File: config.mk
export PLATFORM = sky130hd
export DESIGN_NAME = spram_core
export DESIGN_NICKNAME = d
export VERILOG_FILES = /design/src/design/spram_pkg.sv /design/src/design/spram_core.sv /design/src/design/spram_phase.sv
export SDC_FILE = /design/constraint.sdc
export NUM_CORES = 2
export LEC_CHECK = 0
export ABC_AREA = 0
export BUFFER_PORTS_ARGS = -buffer_cell sky130_fd_sc_hd__buf_2
export CAP_MARGIN = 20
export CORE_MARGIN = 2
export CORE_UTILIZATION = 57
export CTS_CLUSTER_SIZE = 10
export DETAILED_ROUTE_END_ITERATION = 8
export PLACE_DENSITY = 0.76
export RECOVER_POWER = 25
export REMOVE_ABC_BUFFERS = 1
export SYNTH_ARGS = -nofsm -noshare
export SYNTH_HDL_FRONTEND = slang
export SYNTH_SLANG_ARGS = --single-unit
File: constraint.sdc
create_clock -name clk_sys -period 4.15 [get_ports clk_sys]
set_input_delay 0.2075 -clock clk_sys [delete_from_list [all_inputs] [get_ports clk_sys]]
set_output_delay 0.2075 -clock clk_sys [all_outputs]
set_load 0.005 [all_outputs]
File: src/design/spram_pkg.sv
// ==========================================================================
// shared constants and types of the single-port ram
package spram_pkg;

  // register byte offsets on the apb side
  localparam logic [7:0] SPRAM_OFS_CTRL = 8'h00;
  localparam logic [7:0] SPRAM_OFS_STATUS = 8'h04;
  localparam logic [7:0] SPRAM_OFS_LOAD_EXT = 8'h08;
  localparam logic [7:0] SPRAM_OFS_LOAD_OFS = 8'h0c;
  localparam logic [7:0] SPRAM_OFS_LOAD_DATA = 8'h10;

  // field positions and reset values
  localparam int SPRAM_CTRL_RUN_BIT = 0;
  localparam int SPRAM_CTRL_RESTART_BIT = 1;
  localparam int SPRAM_STAT_RANGE_BIT = 8;
  localparam int SPRAM_STAT_PAD_BIT = 9;
  localparam logic SPRAM_RUN_RESET = 1'h1;
  localparam logic [15:0] SPRAM_LOAD_RESET = 16'h0000;

  // image format: bytes, 16-bit record offset, 16-bit extended upper address
  localparam int SPRAM_BYTE_W = 8;
  localparam int SPRAM_HALF_W = 16;
  localparam int SPRAM_BUS_W = 32;

  // phase pattern limits
  localparam int SPRAM_PHASE_MAX = 16;
  localparam int SPRAM_PIDX_W = 4;

  typedef enum {SPRAM_INFERRED, SPRAM_SINT, SPRAM_UINT, SPRAM_SFRAC} spram_dtype_type;
  typedef enum {SPRAM_INIT_BLANK, SPRAM_INIT_HEX, SPRAM_INIT_ARRAY} spram_init_type;
  typedef enum {SPRAM_BLK_AUTO, SPRAM_BLK_SMALL, SPRAM_BLK_LARGE} spram_blk_type;

  // sticky flags and phase index carried as one packed group
  typedef struct packed {
    logic pad_err;
    logic range_err;
    logic [SPRAM_PIDX_W-1:0] phase_idx;
  } spram_status_type;

endpackage

File: src/design/spram_core.sv
`timescale 1ns/100ps
// ==========================================================================
// single-port embedded ram with apb image loader and control
module spram_core
  import spram_pkg::*;
#(
  parameter int DEPTH = 256,
  parameter spram_dtype_type DTYPE = SPRAM_SINT,
  parameter int INT_BITS = 8,
  parameter int FRAC_BITS = 0,
  parameter spram_blk_type BLK = SPRAM_BLK_AUTO,
  parameter spram_init_type INIT = SPRAM_INIT_BLANK,
  parameter int INIT_LEN = 0,
  parameter logic [DEPTH*(INT_BITS+FRAC_BITS)-1:0] INIT_ARRAY = '0,
  parameter bit REG_OUT = 1'h1,
  parameter bit USE_ENA = 1'h1,
  parameter int PHASE_LEN = 1,
  parameter logic [SPRAM_PHASE_MAX-1:0] PHASE_PAT = 16'h0001
) (
  input wire logic clk_sys,
  input wire logic rst_b,
  // shared port
  input wire logic [INT_BITS+FRAC_BITS-1:0] ram_wdata,
  input wire logic [((DEPTH > 1) ? $clog2(DEPTH) : 1)-1:0] ram_addr,
  input wire logic ram_wren,
  input wire logic ram_ena,
  output logic [INT_BITS+FRAC_BITS-1:0] ram_rdata,
  output logic ram_rsign,
  // apb slave
  input wire logic psel,
  input wire logic penable,
  input wire logic pwrite,
  input wire logic [7:0] paddr,
  input wire logic [31:0] pwdata,
  output logic [31:0] prdata,
  output logic pready,
  output logic pslverr
);

  localparam int W = INT_BITS + FRAC_BITS;
  localparam int AW = (DEPTH > 1) ? $clog2(DEPTH) : 1;
  localparam int PW = ((W + SPRAM_BYTE_W - 1) / SPRAM_BYTE_W) * SPRAM_BYTE_W;
  localparam logic [63:0] PW_ONES = (64'h1 << PW) - 64'h1;
  localparam logic [63:0] W_ONES = (64'h1 << W) - 64'h1;
  localparam logic [31:0] PAD_MASK = 32'(PW_ONES ^ W_ONES);
  localparam bit IS_SIGNED = (DTYPE == SPRAM_SINT) || (DTYPE == SPRAM_SFRAC);
  localparam bit IS_LARGE = (BLK == SPRAM_BLK_LARGE);
  localparam logic [32:0] DEPTH_EXT = 33'(DEPTH);

  // ==========================================================================
  // elaboration checks
  if (DEPTH < 1) begin : g_bad_depth
    $error("spram_core: depth must be at least one");
  end
  if (INT_BITS < 0 || FRAC_BITS < 0 || W < 1 || W > SPRAM_BUS_W) begin : g_bad_width
    $error("spram_core: word width out of range");
  end
  if (FRAC_BITS != 0 && DTYPE != SPRAM_SFRAC) begin : g_bad_frac
    $error("spram_core: fraction bits only for signed fractional");
  end
  if (INIT_LEN < 0 || INIT_LEN > DEPTH) begin : g_bad_init
    $error("spram_core: initial array longer than depth");
  end

  // ==========================================================================
  // storage and its configured starting image
  typedef logic [W-1:0] spram_mem_type [DEPTH];

  // large blocks power up unknown, others zero or the array words
  function automatic spram_mem_type init_image();
    spram_mem_type img;
    for (int i = 0; i < DEPTH; i++) begin
      if (IS_LARGE) begin
        img[i] = 'x;
      end else if (INIT == SPRAM_INIT_ARRAY && i < INIT_LEN) begin
        img[i] = INIT_ARRAY[i*W +: W];
      end else begin
        img[i] = '0;
      end
    end
    return img;
  endfunction

  spram_mem_type mem = init_image();

  logic run_r;
  logic ce_eff;
  logic phase_en;
  logic [SPRAM_PIDX_W-1:0] phase_idx;
  logic restart_p;
  logic [W-1:0] wdata_r;
  logic [AW-1:0] addr_r;
  logic wren_r;
  logic rng_ok;
  logic [W-1:0] rd_word;
  logic [W-1:0] q_mem_r;
  logic [W-1:0] q_out_r;
  logic port_wr;
  logic [SPRAM_HALF_W-1:0] ext_r;
  logic [SPRAM_HALF_W-1:0] ofs_r;
  logic [SPRAM_BUS_W-1:0] ld_addr;
  logic ld_in_range;
  logic pad_ok;
  logic apb_setup;
  logic apb_fire;
  logic ld_fire;
  logic ctrl_wr;
  logic status_wr;
  logic [31:0] pad_bits;
  spram_status_type status;
  logic range_err_r;
  logic pad_err_r;
  logic [31:0] rd_mux;
  logic map_hit;
  logic [31:0] prdata_r;
  logic pslverr_r;

  // ==========================================================================
  // phase selection
  spram_phase #(
    .PHASE_LEN(PHASE_LEN),
    .PHASE_PAT(PHASE_PAT)
  ) u_phase (
    .clk_sys(clk_sys),
    .rst_b(rst_b),
    .restart(restart_p),
    .phase_en(phase_en),
    .phase_idx(phase_idx)
  );

  // enable folds port enable, phase and the software run bit
  assign ce_eff = (USE_ENA ? ram_ena : 1'h1) & phase_en & run_r;

  // ==========================================================================
  // input register stage, held while disabled
  always_ff @(posedge clk_sys or negedge rst_b) begin
    if (!rst_b) begin
      wdata_r <= '0;
      addr_r <= '0;
      wren_r <= 1'h0;
    end else if (ce_eff) begin
      wdata_r <= ram_wdata;
      addr_r <= ram_addr;
      wren_r <= ram_wren;
    end
  end

  // unsigned compare; a non power of two depth leaves holes
  assign rng_ok = 33'(addr_r) < DEPTH_EXT;
  assign rd_word = mem[addr_r];
  assign port_wr = ce_eff & wren_r & rng_ok;

  // ==========================================================================
  // memory stage: port write first, loader only in a free cycle
  always_ff @(posedge clk_sys) begin
    if (port_wr) begin
      mem[addr_r] <= wdata_r;
    end else if (ld_fire && ld_in_range) begin
      mem[ld_addr[AW-1:0]] <= pwdata[W-1:0];
    end
  end

  // read stage returns the word before the write lands, or unknown on a large block write
  always_ff @(posedge clk_sys or negedge rst_b) begin
    if (!rst_b) begin
      q_mem_r <= '0;
    end else if (ce_eff) begin
      if (!rng_ok) begin
        q_mem_r <= '0;
      end else if (IS_LARGE && wren_r) begin
        q_mem_r <= 'x;
      end else begin
        q_mem_r <= rd_word;
      end
    end
  end

  // output register ignores the enable so it always drains
  always_ff @(posedge clk_sys or negedge rst_b) begin
    if (!rst_b) begin
      q_out_r <= '0;
    end else begin
      q_out_r <= q_mem_r;
    end
  end

  assign ram_rdata = REG_OUT ? q_out_r : q_mem_r;
  assign ram_rsign = IS_SIGNED ? ram_rdata[W-1] : 1'h0;

  // ==========================================================================
  // apb decode
  assign apb_setup = psel & ~penable;
  assign map_hit = (paddr == SPRAM_OFS_CTRL) || (paddr == SPRAM_OFS_STATUS) ||
                   (paddr == SPRAM_OFS_LOAD_EXT) || (paddr == SPRAM_OFS_LOAD_OFS) ||
                   (paddr == SPRAM_OFS_LOAD_DATA);
  // a loader write waits while the port owns the memory this cycle
  assign pready = ~(pwrite && paddr == SPRAM_OFS_LOAD_DATA && port_wr);
  assign apb_fire = psel & penable & pready;
  assign ctrl_wr = apb_fire & pwrite & (paddr == SPRAM_OFS_CTRL);
  assign status_wr = apb_fire & pwrite & (paddr == SPRAM_OFS_STATUS);
  assign ld_fire = apb_fire & pwrite & (paddr == SPRAM_OFS_LOAD_DATA);
  assign restart_p = ctrl_wr & pwdata[SPRAM_CTRL_RESTART_BIT];

  // control: run bit gates the input and read stages
  always_ff @(posedge clk_sys or negedge rst_b) begin
    if (!rst_b) begin
      run_r <= SPRAM_RUN_RESET;
    end else if (ctrl_wr) begin
      run_r <= pwdata[SPRAM_CTRL_RUN_BIT];
    end
  end

  // ==========================================================================
  // image loader: extended upper half plus auto-incrementing offset
  always_ff @(posedge clk_sys or negedge rst_b) begin
    if (!rst_b) begin
      ext_r <= SPRAM_LOAD_RESET;
    end else if (apb_fire && pwrite && paddr == SPRAM_OFS_LOAD_EXT) begin
      ext_r <= pwdata[SPRAM_HALF_W-1:0];
    end
  end

  always_ff @(posedge clk_sys or negedge rst_b) begin
    if (!rst_b) begin
      ofs_r <= SPRAM_LOAD_RESET;
    end else if (apb_fire && pwrite && paddr == SPRAM_OFS_LOAD_OFS) begin
      ofs_r <= pwdata[SPRAM_HALF_W-1:0];
    end else if (ld_fire) begin
      ofs_r <= ofs_r + 16'h0001;
    end
  end

  assign ld_addr = {ext_r, ofs_r};
  assign ld_in_range = 33'(ld_addr) < DEPTH_EXT;
  // pad above a non-byte word: all zero, or all ones on a negative word
  assign pad_bits = pwdata & PAD_MASK;
  assign pad_ok = (pad_bits == '0) || (pad_bits == PAD_MASK && pwdata[W-1]);

  // sticky flags, write one clears, a new event beats the clear
  always_ff @(posedge clk_sys or negedge rst_b) begin
    if (!rst_b) begin
      range_err_r <= 1'h0;
    end else if (ld_fire && !ld_in_range) begin
      range_err_r <= 1'h1;
    end else if (status_wr && pwdata[SPRAM_STAT_RANGE_BIT]) begin
      range_err_r <= 1'h0;
    end
  end

  always_ff @(posedge clk_sys or negedge rst_b) begin
    if (!rst_b) begin
      pad_err_r <= 1'h0;
    end else if (ld_fire && !pad_ok) begin
      pad_err_r <= 1'h1;
    end else if (status_wr && pwdata[SPRAM_STAT_PAD_BIT]) begin
      pad_err_r <= 1'h0;
    end
  end

  assign status = '{pad_err: pad_err_r, range_err: range_err_r, phase_idx: phase_idx};

  // ==========================================================================
  // read mux, captured in the setup cycle so prdata comes from flops
  always_comb begin
    rd_mux = '0;
    if (paddr == SPRAM_OFS_CTRL) begin
      rd_mux[SPRAM_CTRL_RUN_BIT] = run_r;
    end else if (paddr == SPRAM_OFS_STATUS) begin
      rd_mux[SPRAM_PIDX_W-1:0] = status.phase_idx;
      rd_mux[SPRAM_STAT_RANGE_BIT] = status.range_err;
      rd_mux[SPRAM_STAT_PAD_BIT] = status.pad_err;
    end else if (paddr == SPRAM_OFS_LOAD_EXT) begin
      rd_mux[SPRAM_HALF_W-1:0] = ext_r;
    end else if (paddr == SPRAM_OFS_LOAD_OFS) begin
      rd_mux[SPRAM_HALF_W-1:0] = ofs_r;
    end
  end

  always_ff @(posedge clk_sys or negedge rst_b) begin
    if (!rst_b) begin
      prdata_r <= '0;
      pslverr_r <= 1'h0;
    end else if (apb_setup) begin
      prdata_r <= rd_mux;
      pslverr_r <= ~map_hit;
    end
  end

  assign prdata = prdata_r;
  assign pslverr = pslverr_r & psel & penable;
endmodule

File: src/design/spram_phase.sv
`timescale 1ns/100ps
// ==========================================================================
// phase selector: walks the pattern, first character is phase one
module spram_phase
  import spram_pkg::*;
#(
  parameter int PHASE_LEN = 1,
  parameter logic [SPRAM_PHASE_MAX-1:0] PHASE_PAT = 16'h0001
) (
  input wire logic clk_sys,
  input wire logic rst_b,
  input wire logic restart,
  output logic phase_en,
  output logic [SPRAM_PIDX_W-1:0] phase_idx
);

  localparam logic [SPRAM_PIDX_W-1:0] LAST = SPRAM_PIDX_W'(PHASE_LEN - 1);
  localparam logic [SPRAM_PHASE_MAX-1:0] USED = SPRAM_PHASE_MAX'((32'h1 << PHASE_LEN) - 32'h1);

  // ==========================================================================
  // elaboration checks
  if (PHASE_LEN < 1 || PHASE_LEN > SPRAM_PHASE_MAX) begin : g_bad_len
    $error("spram_phase: pattern length out of range");
  end
  if ((PHASE_PAT & USED) == '0) begin : g_bad_pat
    $error("spram_phase: pattern never enables the block");
  end

  logic [SPRAM_PIDX_W-1:0] idx_r;
  logic [SPRAM_PIDX_W-1:0] sel;

  // ==========================================================================
  // phase counter, restart forces phase one
  always_ff @(posedge clk_sys or negedge rst_b) begin
    if (!rst_b) begin
      idx_r <= '0;
    end else if (restart || idx_r == LAST) begin
      idx_r <= '0;
    end else begin
      idx_r <= idx_r + 4'h1;
    end
  end

  // msb of the used pattern is phase one
  assign sel = LAST - idx_r;
  assign phase_en = PHASE_PAT[sel];
  assign phase_idx = idx_r;
endmodule

# After elaboration in Yosys (flattened, before gate mapping)
# Memories as Yosys holds them, arrays and structs flattened. A register that Yosys moved wholly into a read port is not among the register bits.
# Index checks and enable logic that the tools add are counted.
[word_totals]
register_bits = 80
latchBits = 0
ram_bits = 2048
romBits = 16
elab_cells = 80
memories = 2
[mem_list]
columns = ["name", "words", "word_bits", "read_ports", "rd_ports_with_merged_regs", "wr", "line_no", "source"]
rows = [
  ["mem", 256, 8, 1, 1, 1, "spram_core.sv:84", "spram_mem_type mem = init_image();"],
  ["(name not given)", 16, 1, 1, 0, 0, "spram_phase.sv:46", "assign phase_en = PHASE_PAT[sel];"],
]
[classes]
n_addsub = 3
mul = 0
div = 0
order_cmp = 2
eq_ne = 4
shifts = 0
mux = 22
bitwise_logic = 16
reduce_logical = 20
[ops]
columns = ["cell", "count"]
rows = [
  ["$mux 16", 4],
  ["$lt 32x9->1 const B", 1],
  ["$add 16x1->16 const B", 1],
  ["$eq 8x4->1 const B", 2],
  ["$mux 8", 2],
  ["$mux 15", 1],
  ["$and 1x1->1", 13],
  ["$mux 4", 3],
  ["$mux 1", 10],
  ["$eq 8x3->1 const B", 1],
  ["$eq 8x5->1 const B", 1],
  ["$logic_and 1x1->1", 8],
  ["$logic_not 8->1", 1],
  ["$reduce_or 8->1", 1],
  ["$mux 6", 1],
  ["$logic_or 1x1->1", 5],
  ["$lt 4x5->1 const B", 1],
  ["$add 4x1->4 const B", 1],
  ["$logic_not 4->1", 1],
  ["$reduce_bool 2->1", 2],
  ["$sub 1x4->4 const A", 1],
  ["$not 1->1", 3],
  ["$logic_not 1->1", 2],
  ["$mux 2", 1],
]

# Longest topological paths before layout
[depth]
depth_word = 17
mapped_depth = 13
ltp_nobuf = 9

# By module
# A second synthesis with hierarchy kept.
[hier_totals]
hier_cells = 4495
hier_area_um2 = 84154.5
[modules_own_cells]
columns = ["module", "n_inst", "cells_each", "area_each_um2", "seq_area_each_um2"]
rows = [
  ["spram_core", 1, 4472, 83924.2, 63602.2],
  ["spram_phase", 1, 23, 230.2, 100.1],
]

# Worst setup path before layout
# OpenSTA, ideal clock, no wires.
[synth_path]
path_type = "register to register"
startpoint = "reg u_phase.idx_r[3] (netlist: u_phase.phase_idx[3])"
endpoint = "mem mem[0][0] (netlist name), data pin"
setup_ps = 556
arrival_ps = 3781
t_required_ps = 3594
slack_ps = -187
stages_incl_launch_ff = 8
n_path_buf = 2
cell_sequence = "dfrtp_1 or3_1 a21oi_1 o21ai_2 o2111ai_4 buf_2 buf_2 mux2_2"
[synth_between]
elab_chain_cells = 17
[synth_rtl]
columns = ["item", "line_no", "source"]
rows = [
  ["start, declared", "spram_phase.sv:29", "logic [SPRAM_PIDX_W-1:0] idx_r;"],
  ["start signal, assigned", "spram_phase.sv:40", "idx_r <= idx_r + 4'h1;"],
  ["$sub 1x4->4 *", "spram_phase.sv:45", "assign sel = LAST - idx_r;"],
  ["$mem_v2 16x1 *", "--", ""],
  ["$mux 1 (not written as such) *", "spram_phase.sv:46", ""],
  ["$and 1x1->1 * (2 in a row)", "spram_core.sv:132", "assign ce_eff = (USE_ENA ? ram_ena : 1'h1) & phase_en & run_r;"],
  ["$and 1x1->1 *", "spram_core.sv:151", "assign port_wr = ce_eff & wren_r & rng_ok;"],
  ["$logic_and 1x1->1", "spram_core.sv:197", "assign pready = ~(pwrite && paddr == SPRAM_OFS_LOAD_DATA && port_wr);"],
  ["$not 1->1", "spram_core.sv:197", ""],
  ["$and 1x1->1", "spram_core.sv:198", "assign apb_fire = psel & penable & pready;"],
  ["$and 1x1->1 (2 in a row)", "spram_core.sv:201", "assign ld_fire = apb_fire & pwrite & (paddr == SPRAM_OFS_LOAD_DATA);"],
  ["$logic_and 1x1->1", "spram_core.sv:158", "end else if (ld_fire && ld_in_range) begin"],
  ["$mux 1", "spram_core.sv:158", ""],
  ["$mux 1 *", "spram_core.sv:156", "if (port_wr) begin"],
  ["$mux 1 (not written as such) *", "spram_core.sv:159", "mem[ld_addr[AW-1:0]] <= pwdata[W-1:0];"],
  ["$reduce_or 8->1 (no source line) *", "--", ""],
  ["$mux 8 (no source line) *", "--", ""],
  ["end, declared", "spram_core.sv:84", ""],
]
# Mark *: on every way between the ends. The rest lies on a longest branch, timed or not. The select of a mux whose other input is x is not followed.

# Final worst setup path
[layout_path]
startpoint = "in paddr[6]"
endpoint = "mem mem[52][3] (netlist name) (enable)"
[layout_between]
elab_chain_cells = 13
[layout_rtl]
columns = ["item", "line_no", "source"]
rows = [
  ["start, declared", "spram_core.sv:33", "input wire logic [7:0] paddr,"],
  ["$eq 8x5->1 *", "spram_core.sv:197, spram_core.sv:201", ""],
  ["$logic_and 1x1->1 (2 in a row)", "spram_core.sv:197", ""],
  ["$not 1->1", "spram_core.sv:197", ""],
  ["$and 1x1->1", "spram_core.sv:198", ""],
  ["$and 1x1->1", "spram_core.sv:201", ""],
  ["$and 1x1->1 *", "spram_core.sv:201", ""],
  ["$logic_and 1x1->1 *", "spram_core.sv:158", ""],
  ["$mux 1 *", "spram_core.sv:158", ""],
  ["$mux 1 *", "spram_core.sv:156", ""],
  ["$mux 1 (not written as such) *", "spram_core.sv:159", ""],
  ["$reduce_or 8->1 (no source line)", "--", ""],
  ["$mux 8 (no source line) or $mux 1 (tied branches)", "--", ""],
]
# Mark *: on every way between the ends. The rest lies on a longest branch, timed or not.

==> results.py <==
metrics = {
    "run_status": {
        "outcome": "finished, violations left",
        "violations": "capacitance limit, slew limit, setup timing",
    },
    "power": {
        "sw_frac_of_total_pct": 23.60,
        "pwr-share-seq_pct": 50.9,
        "power_switching_mw": 11.14,
        "p_comb_share_pct": 10.8,
        "p_leak_nw": 33.32,
        "p_per_area_nw_per_um2": 490.9,
        "intPower_mw": 36.06,
        "p_clk_share_pct": 38.3,
        "peakVddDrop_mv": 0.4194,
        "power_mw": 47.20,
    },
    "routing": {
        "drtPass1Iterations": 6,
        "post_drt_wl_per_cell_um": 30.07,
        "num_vias": 45750,
        "drc": 0,
        "ant_nets": 0,
        "wl_mm": 208.5,
        "via_per_inst": 6.598,
        "drtIter0Drc": 6106,
    },
    "layout": {
        "fillers": 9224,
        "fin_nets": 4955,
        "stdcell_area_um2": 96150,
        "drive_gt1_share_pct": 23.05,
        "syn2layout_area_growth_pct": 14.07,
    },
    "logic_synthesis": {
        "yosysMostFrequentCell": "edfxtp_1",
        "synthTopCellsByCount": "2048 x edfxtp_1, 397 x mux2i_1, 355 x mux4_2",
        "yosysWarnings": 0,
        "synth_cell_types": 73,
        "synth_cells": 4415,
        "synth_largest_area_cell": "edfxtp_1",
        "yosysTopAreaCellShare_pct": 72.96,
        "ys_seq_elements": 2136,
        "seq_area_frac_synth_pct": 75.57,
        "async_reset_ff_share_pct": 4.120,
        "avgSynthCellArea_um2": 19.09,
        "syn-cell-area_um2": 84290,
        "synth_area_leaders": "edfxtp_1 73%, mux4_2 9.5%, mux2i_1 4.7%, dfrtp_1 2.6%, o221ai_1 1.2%",
        "synth_flop_cell": "edfxtp_1",
        "synth_edf_count": 2048,
    },
    "timing": {
        "rsz0062_at_grt": "yes",
        "fin_crit_sh_pct": 100.4,
        "slew_violations": 116,
        "setup_viol": 16,
        "max_freq_ghz": 0.2401,
        "hold_violations": 0,
        "slew_headroom_pct": -22.65,
        "finClkSkew_ns": 0.06885,
        "period_needed_ns": 4.166,
        "worst_slew_pin_slew_ns": 1.840,
        "finalSetupTns_ns": -0.1815,
        "setup_ws_ns": -0.01580,
    },
    "clock_network": {
        "numCtsBuffers": 232,
        "numClockSinks": 2136,
        "cts.clk_slew.worst_paths_ns": 0.06,
        "root_buffer": "clkbuf_16",
        "clockBufferDepth": 3,
        "htreeDepth": 4,
        "clk_latency_ns": 0.84,
        "tritoncts": "done",
    },
    "global_route": {
        "grt_pass1_wl_mm": 305.9,
        "grt_start_max_net_pins": 152,
        "grt_pass1_vias": 45760,
        "grt_antenna_before_repair": 5,
        "track_usage_pct": 27.79,
        "overflow": 0,
    },
    "critical_path": {
        "worstPathArrival_ns": 4.63,
        "cp_slowest_cell": "nor2_1",
        "critical_path.endpoint_type": "register",
        "worstPathCellList": "dlygate4sd3_1 > buf_2 > or4_4 > dlygate4sd3_1 > nor3_2 > and2_2 > o2111ai_4 > buf_4 > mux2i_2 > nand2_1 > nor2_1",
        "slowest_delay_ns": 0.73,
        "cp_max_fo": 14,
        "path_class": "input port to register",
        "reg2reg_depth": 8,
        "cpMostUsedCell": "dlygate4sd3_1",
        "required_ns": 4.62,
        "critPathLaunchType": "input port",
    },
    "die": {
        "die_height_um": 388.6,
        "num_rows": 141,
        "io_pins": 106,
        "dieArea_um2": 151000,
        "initial_core_util_pct": 57.22,
        "core_um2": 147300,
        "die_width_um": 388.6,
    },
    "placement": {
        "place.port_buffers": 73,
        "dp_hpwl_mm": 127.7,
        "dpl-instance-area_um2": 89250,
        "post-place-ws_ns": 0.1367,
        "place_congestion": 0.8832,
    },
    "hold_path": {
        "holdPathStages": 4,
        "min_path_type": "input port to register",
    },
    "run": {
        "max_cap_violations": 3,
    },
}
==> worst paths after layout <==
path / end / slack, ns / startpoint
worst max-delay path: mem[52][3]$_DFFE_PP_ / -0.02 / paddr[6]
worst min-delay path: addr_r[1]$_DFFE_PN0N_ / 0.13 / ram_addr[1]
worst max register to register: mem[52][3]$_DFFE_PP_ / 0.09 / u_phase.phase_idx[3]$_DFF_PN0_
worst min register to register: ram_rdata[7]$_DFF_PN0_ / 0.40 / q_mem_r[7]$_DFFE_PN0N_
max in group asynchronous: ext_r[12]$_DFFE_PN0P_ / 1.53 / rst_b
min in group asynchronous: u_phase.phase_idx[3]$_DFF_PN0_ / 0.38 / rst_b
==> placed cells by master (no fill, tap or decap), types with 87 or more instances in the layout <==
| master | n |
|---|---|
| o21ai_0 | 87 |
| nor3_1 | 114 |
| nand2_1 | 157 |
| clkbuf_1 | 115 |
| mux4_2 | 355 |
| o22ai_1 | 119 |
| nor2_1 | 249 |
| o221ai_1 | 118 |
| clkbuf_16 | 234 |
| edfxtp_1 | 2048 |
| mux2i_1 | 396 |
| buf_4 | 362 |
==> sequential cells by signal, indices dropped and copies added, names as in the netlist, 4 cells and up <==
| name | cells |
|---|---|
| q_mem_r | 8 |
| ram_rdata | 8 |
| u_phase.phase_idx | 4 |
| wdata_r | 8 |
| mem | 2048 |
| addr_r | 8 |
| ext_r | 16 |
| prdata | 16 |
| ofs_r | 16 |
==> power groups by stage <==
stage / Sequential [mW] / Combinational [mW] / Clock, mW
floorplan: 24.8 / 3.88 / 0
global placement: 24.5 / 4.88 / 0
detailed placement: 24.5 / 5.00 / 0
CTS: 24.0 / 5.07 / 18.2
global route: 24.0 / 5.35 / 19.0
finish: 24.0 / 5.11 / 18.1
==> kinds of logic (layout without fill, tap and decap cells) <==
family,after synthesis,in the layout,synth area share (%)
mux,794,794,14.81
xor+xnor,2,2,0.02078
fa+ha+maj,4,4,0.05938
flops,2136,2136,75.57
buf+inv,306,879,1.808
simple gates,660,660,3.508
compound gates,512,512,4.217
other cells,1,17,0.004449
==> layer usage <==
| layer | GRT usage [%] | part of all wire [%] |
|---|---|---|
| met5 | 0 | 0 |
| met4 | 10.84 | 4.2 |
| met3 | 6.208 | 11 |
| met2 | 44.07 | 48 |
| met1 | 38.03 | 37 |
==> what timing repair did <==
action / CTS / global route
setup endpoints to repair: 0 / 145
setup buffers: 0 / 3
hold endpoints to repair: 131 / 0
hold buffers: 46 / 0
resized for setup: 0 / 11
==> final cells by class <==
class | instances | area (um^2) | area share [%]
timing repair buffer | 522 | 4274 | 4.445
sequential | 2136 | 63720 | 66.27
tap | 1930 | 2415 | 2.511
clock inverter | 12 | 209.0 | 0.2173
antenna | 1 | 2.502 | 0.002603
multi-input combinational | 1988 | 19250 | 20.03
clock buffer | 337 | 6242 | 6.492
inverter | 8 | 35.03 | 0.03644
==> per-stage QoR <==
stage               hold WS [ns]  utilization (%)  std cells
global placement          0.3687            60.59       6535
detailed placement        0.3758            60.59       6535
floorplan               -0.08809                -       4132
global route              0.1233            65.27       6933
CTS                      0.02002            65.28       6930
finish                    0.1340            65.27       6934
==> critical path: cells and delay by family <==
kind                   cells  cell delay (ns)
AO/OA/AOI/OAI              1             0.24
buffers and inverters      4             1.66
multiplexers               1             0.37
AND/OR/NAND/NOR            5             2.13
Power figures use the tool's default switching activity.
